### config.mk
export PLATFORM = sky130hd
export DESIGN_NAME = usbpa_switch_pins
export DESIGN_NICKNAME = d
export VERILOG_FILES = /design/src/usbpa_pkg.sv /design/src/usbpa_route_if.sv /design/src/usbpa_path_sel.sv /design/src/usbpa_switch_pins.sv
export VERILOG_INCLUDE_DIRS = /design/src /design/src/src
export SDC_FILE = /design/constraint.sdc
export NUM_CORES = 1
export LEC_CHECK = 0
export BUFFER_PORTS_ARGS = -buffer_cell sky130_fd_sc_hd__buf_2
export CAP_MARGIN = 20
export CORE_ASPECT_RATIO = 0.5
export CORE_MARGIN = 2
export CORE_UTILIZATION = 60
export CTS_BUF_LIST = sky130_fd_sc_hd__clkbuf_4
export DETAILED_ROUTE_END_ITERATION = 12
export HOLD_SLACK_MARGIN = 0.02
export PLACE_DENSITY = 0.84
export SETUP_SLACK_MARGIN = 0.02
export SYNTH_ARGS = -nofsm -noshare
export SYNTH_HDL_FRONTEND = slang
export SYNTH_SLANG_ARGS = --single-unit
export TNS_END_PERCENT = 20
### constraint.sdc
create_clock -name clk -period 2.7 [get_ports clk]
set_input_delay 0 -clock clk [delete_from_list [all_inputs] [get_ports clk]]
set_output_delay 0 -clock clk [all_outputs]
set_load 0.005 [all_outputs]
### src/usbpa_defs.svh
// constants for the usb port accessory switch pin block
`ifndef USBPA_DEFS_SVH
`define USBPA_DEFS_SVH

`define USBPA_CLK_HZ        25000000
`define USBPA_STUCK_MS      30
`define USBPA_STUCK_CYCLES  (`USBPA_STUCK_MS * (`USBPA_CLK_HZ / 1000))
`define USBPA_I2C_MAX_KHZ   400
`define USBPA_I2C_MIN_OVS   8
`define USBPA_I2C_ADDR      7'h25
`define USBPA_ID_OPEN_CODE  5'h1F
`define USBPA_ID_W          5
`define USBPA_N_DEST        3
`define USBPA_DEST_HOST     0
`define USBPA_DEST_AUDIO    1
`define USBPA_DEST_UART     2
`define USBPA_RST_IRQ_N     1'b1
`define USBPA_RST_PP_OUT    1'b0

`endif

### src/usbpa_pkg.sv
// types shared by the usb port accessory switch pin block
package usbpa_pkg;

    // signaling mode requested on the sig_mode pins
    typedef enum logic [1:0] {
        USBPA_MODE_OPEN,
        USBPA_MODE_USB,
        USBPA_MODE_AUDIO,
        USBPA_MODE_UART
    } usbpa_mode_e;

    // two-wire slave states
    typedef enum logic [2:0] {
        USBPA_I2C_IDLE,
        USBPA_I2C_ADDR,
        USBPA_I2C_AACK,
        USBPA_I2C_TX,
        USBPA_I2C_MACK,
        USBPA_I2C_WR,
        USBPA_I2C_WACK
    } usbpa_i2c_e;

    // whole state of the top module
    typedef struct packed {
        usbpa_i2c_e  st;          // slave state
        logic [3:0]  bitcnt;      // bits seen in current byte
        logic [7:0]  sr;          // shift register
        logic        rw;          // read when set
        logic        mack;        // master acked last byte
        logic        sda_oe;      // pull sda low
        logic        scl_q;       // previous scl sample
        logic        sda_q;       // previous sda sample
        logic [4:0]  id_prev;     // last id line code
        logic        attach_prev; // last attach status
        logic        button;      // sticky button press
        logic        irq_n;       // interrupt pin
        logic        chg_oe;      // charger pin pulled low
        logic        fod_oe;      // factory od pin pulled low
        logic        pp_out;      // factory push-pull pin
        logic [19:0] stuck_cnt;   // both-lines-low counter
        logic        stuck_fired; // reset already given
        logic        bus_rst;     // one-cycle internal reset
    } usbpa_state_s;

endpackage

### src/usbpa_route_if.sv
// route request and switch enables between top and one path selector
`timescale 1ns/1ps
interface usbpa_route_if;
    import usbpa_pkg::*;
    usbpa_mode_e mode; // requested signaling mode
    logic [2:0]  en;   // one-hot destination enables
    modport ctl (output mode, input en);
    modport sw  (input mode, output en);
endinterface

### src/usbpa_path_sel.sv
// one connector data line to one of three destinations
`timescale 1ns/1ps
`include "usbpa_defs.svh"
module usbpa_path_sel
    import usbpa_pkg::*;
#(
    parameter int N_DEST = `USBPA_N_DEST
)(
    input  wire logic   clk,
    input  wire logic   rst,
    usbpa_route_if.sw   rt
);
    // the mode decode below only knows three destinations
    if (N_DEST != 3) begin : g_chk
        $error("usbpa_path_sel serves exactly three destinations");
    end

    logic [2:0] en;      // registered enables
    logic [2:0] next_en; // decoded enables

    // decode mode into at most one closed path
    always_comb
    begin
        next_en = 3'h0;
        case (rt.mode)
            USBPA_MODE_USB:   next_en[`USBPA_DEST_HOST]  = 1'b1;
            USBPA_MODE_AUDIO: next_en[`USBPA_DEST_AUDIO] = 1'b1;
            USBPA_MODE_UART:  next_en[`USBPA_DEST_UART]  = 1'b1;
            default:          next_en = 3'h0;                    // open
        endcase
    end

    // break before make is not modelled; a mode change swaps in one edge
    always_ff @(posedge clk)
    begin
        if (rst)
            en <= 3'h0;
        else
            en <= next_en;
    end

    assign rt.en = en;
endmodule

### src/usbpa_switch_pins.sv
// pin-level control of the usb port accessory switch
//
// How it works
// - plus line goes to one destination.
// - minus line goes to one destination.
// - charger attached pulls charger pin low.
// - active-low interrupt prompts status read.
// - id or attach change raises interrupt.
// - id line identifies accessories and buttons.
// - factory outputs: open-drain off, push-pull low after reset.
// - reset opens paths, restores defaults.
// - two-wire slave up to 400 kHz.
// - both bus lines low 30ms resets.
`timescale 1ns/1ps
`include "usbpa_defs.svh"
module usbpa_switch_pins
    import usbpa_pkg::*;
#(
    parameter int STUCK_CYCLES = `USBPA_STUCK_CYCLES,
    parameter logic [6:0] SLAVE_ADDR = `USBPA_I2C_ADDR
)(
    input  wire logic       clk,
    input  wire logic       rst,
    input  wire logic [1:0] sig_mode,          // requested mode code
    input  wire logic [4:0] connector_id_line, // digitised id level
    input  wire logic       accessory_attached,
    input  wire logic       charger_attached,
    input  wire logic       factory_od_req,
    input  wire logic       factory_pp_req,
    input  wire logic       scl_in,
    input  wire logic       sda_in,
    output logic            sda_out,
    output logic            sda_oe,
    output logic            host_irq_n,
    output logic            charger_attach_n_oe,
    output logic            factory_test_od_out_oe,
    output logic            factory_test_pp_out,
    output logic            plus_to_host_plus_line,
    output logic            plus_to_audio_right,
    output logic            plus_to_uart_rx,
    output logic            minus_to_host_minus_line,
    output logic            minus_to_audio_left,
    output logic            minus_to_uart_tx
);
    // counter and sampling limits the logic can serve
    if (STUCK_CYCLES < 2 || STUCK_CYCLES > 1048575) begin : g_chk_stuck
        $error("STUCK_CYCLES out of counter range");
    end
    if (`USBPA_CLK_HZ / (`USBPA_I2C_MAX_KHZ * 1000) < `USBPA_I2C_MIN_OVS) begin : g_chk_ovs
        $error("clock too slow to sample the serial bus");
    end
    localparam logic [19:0] STUCK_LAST = 20'(STUCK_CYCLES - 1);
    localparam usbpa_state_s RESET_STATE = '{
        st: USBPA_I2C_IDLE, bitcnt: 4'h0, sr: 8'h00, rw: 1'b0, mack: 1'b0,
        sda_oe: 1'b0, scl_q: 1'b1, sda_q: 1'b1, id_prev: `USBPA_ID_OPEN_CODE,
        attach_prev: 1'b0, button: 1'b0, irq_n: `USBPA_RST_IRQ_N, chg_oe: 1'b0,
        fod_oe: 1'b0, pp_out: `USBPA_RST_PP_OUT, stuck_cnt: 20'h00000,
        stuck_fired: 1'b0, bus_rst: 1'b0};
    usbpa_state_s s;      // registered state
    usbpa_state_s next_s; // next state
    logic       scl_rise, scl_fall; // bus clock edges
    logic       start_c, stop_c;    // start or repeated start, stop
    logic       id_chg, att_chg;    // id code or attach status moved
    logic       evt;                // interrupt event this cycle
    logic       rd_clear;           // status byte handed out
    logic [7:0] status;             // status byte served on reads
    logic       route_rst;          // pin reset or bus-stuck reset
    // bus line edges and conditions from previous samples
    assign scl_rise = scl_in && !s.scl_q;
    assign scl_fall = !scl_in && s.scl_q;
    assign start_c  = scl_in && s.scl_q && s.sda_q && !sda_in;
    assign stop_c   = scl_in && s.scl_q && !s.sda_q && sda_in;
    // accessory events; a button is an id move while attach stays
    assign id_chg  = connector_id_line != s.id_prev;
    assign att_chg = accessory_attached != s.attach_prev;
    assign evt     = id_chg || att_chg;
    assign status  = {s.attach_prev, s.button, s.id_prev, charger_attached};
    assign rd_clear = s.st == USBPA_I2C_AACK && scl_fall && s.rw;

    // next state
    always_comb
    begin
        next_s = s;
        next_s.scl_q   = scl_in;
        next_s.sda_q   = sda_in;
        next_s.bus_rst = 1'b0;
        next_s.id_prev = connector_id_line;
        next_s.attach_prev = accessory_attached;
        // sticky button flag, set wins over the read clear
        if (rd_clear)
            next_s.button = 1'b0;
        if (s.attach_prev && accessory_attached && id_chg)
            next_s.button = 1'b1;
        // interrupt: read of status releases it, a new event wins
        if (rd_clear)
            next_s.irq_n = 1'b1;
        if (evt)
            next_s.irq_n = 1'b0;
        // open-drain and push-pull side pins
        next_s.chg_oe = charger_attached;
        next_s.fod_oe = factory_od_req;
        next_s.pp_out = factory_pp_req;
        // both lines low too long forces an internal reset once
        if (!scl_in && !sda_in)
        begin
            if (s.stuck_cnt == STUCK_LAST && !s.stuck_fired)
            begin
                next_s.bus_rst     = 1'b1;
                next_s.stuck_fired = 1'b1;
            end
            else if (s.stuck_cnt != STUCK_LAST)
                next_s.stuck_cnt = 20'(s.stuck_cnt + 20'h00001);
        end
        else
        begin
            next_s.stuck_cnt   = 20'h00000;
            next_s.stuck_fired = 1'b0;
        end
        // two-wire slave; written bytes are acked but not stored
        case (s.st)
            USBPA_I2C_IDLE: ;
            USBPA_I2C_ADDR:
            begin
                if (scl_rise)
                begin
                    next_s.sr     = {s.sr[6:0], sda_in};
                    next_s.bitcnt = 4'(s.bitcnt + 4'h1);
                end
                else if (scl_fall && s.bitcnt == 4'h8)
                begin
                    if (s.sr[7:1] == SLAVE_ADDR)
                    begin
                        next_s.sda_oe = 1'b1;
                        next_s.rw     = s.sr[0];
                        next_s.st     = USBPA_I2C_AACK;
                    end
                    else
                        next_s.st = USBPA_I2C_IDLE; // not ours
                end
            end
            USBPA_I2C_AACK:
            begin
                if (scl_fall)
                begin
                    next_s.bitcnt = 4'h0;
                    if (s.rw)
                    begin
                        next_s.sr     = status;
                        next_s.sda_oe = !status[7];
                        next_s.st     = USBPA_I2C_TX;
                    end
                    else
                    begin
                        next_s.sda_oe = 1'b0;
                        next_s.st     = USBPA_I2C_WR;
                    end
                end
            end
            USBPA_I2C_TX:
            begin
                if (scl_rise)
                    next_s.bitcnt = 4'(s.bitcnt + 4'h1);
                else if (scl_fall && s.bitcnt == 4'h8)
                begin
                    next_s.sda_oe = 1'b0; // master drives the ack
                    next_s.st     = USBPA_I2C_MACK;
                end
                else if (scl_fall)
                begin
                    next_s.sr     = {s.sr[6:0], 1'b0};
                    next_s.sda_oe = !s.sr[6];
                end
            end
            USBPA_I2C_MACK:
            begin
                if (scl_rise)
                    next_s.mack = !sda_in;
                else if (scl_fall && s.mack)
                begin
                    // repeated status byte while the master keeps acking
                    next_s.sr     = status;
                    next_s.sda_oe = !status[7];
                    next_s.bitcnt = 4'h0;
                    next_s.st     = USBPA_I2C_TX;
                end
                else if (scl_fall)
                    next_s.st = USBPA_I2C_IDLE;
            end
            USBPA_I2C_WR:
            begin
                if (scl_rise)
                    next_s.bitcnt = 4'(s.bitcnt + 4'h1);
                else if (scl_fall && s.bitcnt == 4'h8)
                begin
                    next_s.sda_oe = 1'b1;
                    next_s.st     = USBPA_I2C_WACK;
                end
            end
            USBPA_I2C_WACK:
            begin
                if (scl_fall)
                begin
                    next_s.sda_oe = 1'b0;
                    next_s.bitcnt = 4'h0;
                    next_s.st     = USBPA_I2C_WR;
                end
            end
            default: next_s.st = USBPA_I2C_IDLE;
        endcase
        // start and stop override any byte in flight
        if (start_c)
        begin
            next_s.st     = USBPA_I2C_ADDR;
            next_s.bitcnt = 4'h0;
            next_s.sda_oe = 1'b0;
        end
        else if (stop_c)
        begin
            next_s.st     = USBPA_I2C_IDLE;
            next_s.sda_oe = 1'b0;
        end
        // internal reset restores defaults but keeps the stuck counter
        if (s.bus_rst)
        begin
            next_s = RESET_STATE;
            next_s.stuck_cnt   = s.stuck_cnt;
            next_s.stuck_fired = s.stuck_fired;
        end
    end

    // single state register
    always_ff @(posedge clk)
    begin
        if (rst)
            s <= RESET_STATE;
        else
            s <= next_s;
    end
    assign route_rst = rst || s.bus_rst;
    usbpa_route_if rt_plus ();  // plus line path
    usbpa_route_if rt_minus (); // minus line path
    assign rt_plus.mode  = usbpa_mode_e'(sig_mode);
    assign rt_minus.mode = usbpa_mode_e'(sig_mode);
    usbpa_path_sel #(.N_DEST(`USBPA_N_DEST)) u_plus (
        .clk (clk), .rst (route_rst), .rt (rt_plus));
    usbpa_path_sel #(.N_DEST(`USBPA_N_DEST)) u_minus (
        .clk (clk), .rst (route_rst), .rt (rt_minus));
    // pin outputs straight from the state flops, switch outputs from the path selector enable flops
    assign sda_out                  = 1'b0; // open-drain level
    assign sda_oe                   = s.sda_oe;
    assign host_irq_n               = s.irq_n;
    assign charger_attach_n_oe      = s.chg_oe;
    assign factory_test_od_out_oe   = s.fod_oe;
    assign factory_test_pp_out      = s.pp_out;
    assign plus_to_host_plus_line   = rt_plus.en[`USBPA_DEST_HOST];
    assign plus_to_audio_right      = rt_plus.en[`USBPA_DEST_AUDIO];
    assign plus_to_uart_rx          = rt_plus.en[`USBPA_DEST_UART];
    assign minus_to_host_minus_line = rt_minus.en[`USBPA_DEST_HOST];
    assign minus_to_audio_left      = rt_minus.en[`USBPA_DEST_AUDIO];
    assign minus_to_uart_tx         = rt_minus.en[`USBPA_DEST_UART];
endmodule

### Yosys cells after proc, flatten, opt, wreduce, memory -nomap -nowiden

Index checks and enable logic that the tools add are counted.
W data, S select, Z words.

| word-level totals | value |
|---|---|
| bits in registers | 56 |
| input bits | 15 |
| output and inout port bits | 12 |

| operators by class | value |
|---|---|
| add/subtract/negate cells | 2 |
| eq/ne operators | 47 |
| mux-type cells | 50 |
| bitwise gates (word level) | 4 |
| reduce and logical (&&, ||, !) cells | 44 |

Operator list:

| cell | number |
|---|---|
| $mux W20 | 2 |
| $ne A4 B4 Y1 const B | 9 |
| $mux W8 | 4 |
| $ne A2 B2 Y1 const B | 16 |
| $pmux W8 S4 | 1 |
| $mux W15 | 2 |
| $mux W3 | 9 |
| $mux W12 | 2 |
| $mux W1 | 22 |
| $reduce_and A11 Y1 | 2 |
| $mux W21 | 1 |
| $pmux W3 S7 | 1 |
| $add A20 B1 Y20 const B | 1 |
| $eq A20 B20 Y1 const B | 1 |
| $ne A20 B20 Y1 const B | 1 |
| $pmux W4 S5 | 1 |
| $logic_and A1 B1 Y1 | 15 |
| $reduce_and A12 Y1 | 1 |
| $eq A3 B3 Y1 const B | 3 |
| $ne A3 B3 Y1 const B | 3 |
| $reduce_and A9 Y1 | 1 |
| $eq A7 B6 Y1 const B | 1 |
| $logic_not A1 Y1 | 7 |
| $mux W7 | 1 |
| other kinds (27) | 40 |

### Depth between registers and ports, before layout

| depth | value |
|---|---|
| depth after elaboration | 8 |
| gate-level depth with buffers | 8 |
| gate-level depth less buffers | 7 |

### Cells and area by module

Synthesis repeated with hierarchy kept, for this count alone.

| unflattened totals | value |
|---|---|
| cell total of the unflattened synthesis | 321 |
| area total of the unflattened synthesis | 2845.2 um^2 |

By module, submodules not included:

| module | times used | cells each | area each (um^2) | sequential area each (um^2) |
|---|---|---|---|---|
| usbpa_switch_pins | 1 | 309 | 2675.1 | 1061.0 |
| usbpa_path_sel | 2 | 6 | 85.1 | 60.1 |

### Worst setup path before layout

OpenSTA, ideal clock, no wires.

| timing | value |
|---|---|
| kind | register -> register |
| start point | reg s[34] (netlist name) |
| end point | reg s[44] (netlist name) |
| library setup time | 70 ps |
| data arrival time | 1809 ps |
| data required time | 2630 ps |
| path slack | 820 ps |
| stages on the path, launching flop included | 8 |
| buffers on the path | 2 |
| clock period less this slack | 1880 ps |
| cell sequence | dfxtp_1 -> buf_6 -> or3b_1 -> a22o_1 -> a22o_4 -> buf_6 -> or3_1 -> a21oi_1 |

| between the ends | value |
|---|---|
| cells in the longest elaborated chain, start to end | 4 |
| elaborated cells on any way between the ends | 13 |

RTL lines:

| what | RTL line | RTL |
|---|---|---|
| from (decl) | usbpa_switch_pins.sv:59 | `usbpa_state_s s;` |
| from (signal assigned) | usbpa_switch_pins.sv:237 | `s <= next_s;` |
| $logic_and A1 B1 Y1 / $logic_not A1 Y1 (equally long branches) | usbpa_switch_pins.sv:70, usbpa_switch_pins.sv:69 |  |
| $logic_and A1 B1 Y1, on equally long branches | usbpa_switch_pins.sv:163, usbpa_switch_pins.sv:69, usbpa_switch_pins.sv:178 |  |
| $ne A2 B2 Y1 (no source line) | -- |  |
| $reduce_and A9 Y1 (no source line) * | -- |  |

Mark *: on every way between the ends. The rest lies on a longest branch, timed or not.
A chain may end at the register's enable or synchronous reset.

### Worst setup path in the final report

| timing | value |
|---|---|
| start point | reg s[50] (netlist name) |
| end point | reg s[41] (netlist name) |

| between the ends | value |
|---|---|
| cells in the longest elaborated chain, start to end | 3 |
| elaborated cells on any way between the ends | 15 |

RTL lines:

| what | RTL line | RTL |
|---|---|---|
| $eq A3 B2 Y1, or another cell as far along | usbpa_switch_pins.sv:120 | `case (s.st)` |
| $ne A2 B2 Y1 (no source line) / $reduce_bool A4 Y1 (equally long branches) | -- |  |
| $reduce_and A9 Y1 (no source line) | -- |  |

Parallel ways exist; a longest one is shown, timed or not.

==> run summary <==
HP Class: primary input to flop
Std-Cell Rows: 17
CTS tree: yes
CTS buffer count: 5
die width: 102 um
Peak VDD IR: 213 uV
post-synth top area cell: dfxtp_1
Critical Path End Type: flop
Syn Std Cell Area: 2890 um2
main combinational cell family by area after synthesis: simple AND/OR/NAND/NOR gates
Die Y-Extent: 53.1 um
number of flops mapped to enable cells by yosys: 0
# clock sinks: 56
Syn Nets: 364
critical path peak fanout: 17
fmax: 468 MHz
Ports: 27
Worst-Margin Slew: 0.733 ns
Initial Utilization: 0.642
Global Route Usage Sum: 0.270
leakage: 1.08 nW
core area: 4510 um2
post-synth cell types: 56
Hold Vio Cnt, Final: 0
Power Density: 421 nW/um2
first-pass GRT wire length: 11400 um
via count: 2695
Worst Setup Start Kind: flop
DPL Wire Length: 4480 um
P&R area growth vs syn: 12.2%
number of buffers on the longest clock path: 2
TritonRoute pass-1 iters: 7
share of layout cells above drive strength 1: 0.114
fin crit share: 0.791
initial antenna violation count: 0
total routed wirelength: 6800 um
Ys Warns: 0
M1 wire length: 2950 um
RD Place Congestion: 0.870
largest net degree at the start of global routing: 31
setup violators final: 0
antenna cells: 0
Synth Area in Compound Gates: 0.185
largest cells by area after synthesis: dfxtp_1, or3_1, a21oi_1
multiplexer share of the synthesized area: 0.0311
Main synth FF type: dfxtp_1
status: finished clean
GRT overflow: 0
Util after Layout: 0.720
IO Port Bufs: 25
Final min period: 2.14 ns
Post-Synth Simple-Gate Area: 0.286
Clk pin slew, worst setup/hold paths: 0.16 ns
worst skew pair latency: 0.38 ns
mean post-synth cell area: 8.38 um2
fin. max-slew vios: 0
average wire per standard cell: 15.3 um
Critical Setup Path Class: flop to flop
total die area: 5430 um2
required time of the critical path: 3.02 ns
setup tns final: 0 ns
Layout Skew: 0.0132 ns
Synth top area share: 0.388
flops & latches, synth: 56
vias per inst: 6.08
CP Data Arrival Time: 2.46 ns
Slew HR: 0.510
WL met2: 3290 um
Final ANT Viol Nets: 0
Post-layout nets: 395
Max-Cap Viols: 0
metal3 WL: 398 um
DR top layer: met4
register area share after synthesis: 0.388
Root Buffer Master: clkbuf_4
RSZ-0062 raised after global routing: no
adder-cell share of the synthesized area: 0.0173
Post-Syn Instances: 345
DRC violations left: 0
post-synthesis xor/xnor area fraction: 0.0363
fraction of registers with async set/reset: 0
H-tree level count: 2
number of global-route vias before repair: 2434
Layout fillers: 340
DRT iter0 DRCs: 220
layer usage:
| metal | global-route usage | up-vias |
|---|---|---|
| met4 | 0.0844 | 0 |
| met3 | 0.0502 | 21 |
| met1 | 0.346 | 1254 |
| met2 | 0.469 | 107 |
| met5 | 0 | - |
| li1 | - | 1313 |
power by group:
| part | internal [W] | switching [W] |
|---|---|---|
| Combinational | 0.0000661 | 0.0000713 |
| Sequential | 0.000843 | 0.0000169 |
| Clock | 0.000101 | 0.000266 |
cell usage in the layout (no fill, tap or decap), drive strengths merged, types with 10 or more instances in the layout:
cell         instances
a21oi               26
buf                 27
dfxtp               56
dlygate4sd3         20
inv                 10
nand2               22
nor2                27
o21ai               21
or3                 21
logic make-up after synthesis:
logic type,count (synthesis)
AND/OR/NAND/NOR,148
AO/OA/AOI/OAI,83
flip-flops,56
buffers and inverters,32
XOR/XNOR,12
multiplexers,9
adder cells (fa/ha/maj),4
other,1
metrics by stage:
step | hold slack [ns] | instances | cell area (um2) | worst slack [ns] | total power [W]
floorplan | 0.0715 | 345 | 2890 | 0.820 | 0.000957
global placement | 0.175 | 415 | 2990 | 0.653 | 0.000983
detailed placement | 0.188 | 415 | 2990 | 0.607 | 0.000988
CTS | 0.342 | 443 | 3250 | 0.590 | 0.00136
global route | 0.337 | 443 | 3250 | 0.301 | 0.00142
finish | 0.348 | 443 | 3250 | 0.563 | 0.00136
final timing paths:
check         startpoint                to  slack (ns)  cells after the start
max                s[50]             s[41]        0.56                      5
min reg2reg         s[1]              s[0]        0.46                      1
min          sig_mode[1]  u_minus.rt.en[0]        0.35                      3
max reg2reg        s[50]             s[41]        0.56                      5
repair_timing:
| action | in CTS | in global routing |
|---|---|---|
| endpoints found under the hold margin | 18 | 0 |
| hold buffers | 20 | 0 |
| setup buffers | 0 | 0 |
| gates resized for setup | 0 | 0 |
flip-flops by register name, indices dropped and copies added, names as in the netlist:
| name | cells |
|---|---|
| factory_test_pp_out | 1 |
| factory_test_od_out_oe | 1 |
| u_minus.rt.en | 3 |
| host_irq_n | 1 |
| sda_oe | 1 |
| charger_attach_n_oe | 1 |
| s | 48 |
layout make-up:
type	instances	area, um2	area share
Multi-Input combinational cell	257	1610	0.497
Sequential cell	56	1120	0.345
Tap cell	66	82.6	0.0254
Clock inverter	3	17.5	0.00540
Timing Repair Buffer	47	340	0.105
Clock buffer	5	37.5	0.0116
Inverter	9	33.8	0.0104
Yosys cell counts, drive strengths merged (3+ instances only):
master,n
o21a,3
ha,4
or2,4
and3,3
xor2,4
buf,9
nor2b,4
nor3b,5
inv,9
or3b,3
nor2,27
a21oi,26
dfxtp,56
or4,7
o31ai,7
nor3,5
o211ai,4
nand3,9
xnor2,8
nand4,9
nand2b,8
o21ai,21
or3,21
mux2i,9
clkbuf,14
nor4,7
and2,6
nand2,22
worst max-delay path, stage by stage, from the launching register on:
cell and delay [ns]:
dfxtp_1 0.68, nor2b_1 0.41, nor2_1 0.07, o22a_1 0.35, or3_1 0.43, a21oi_1 0.14
Power figures use the tool's default switching activity.
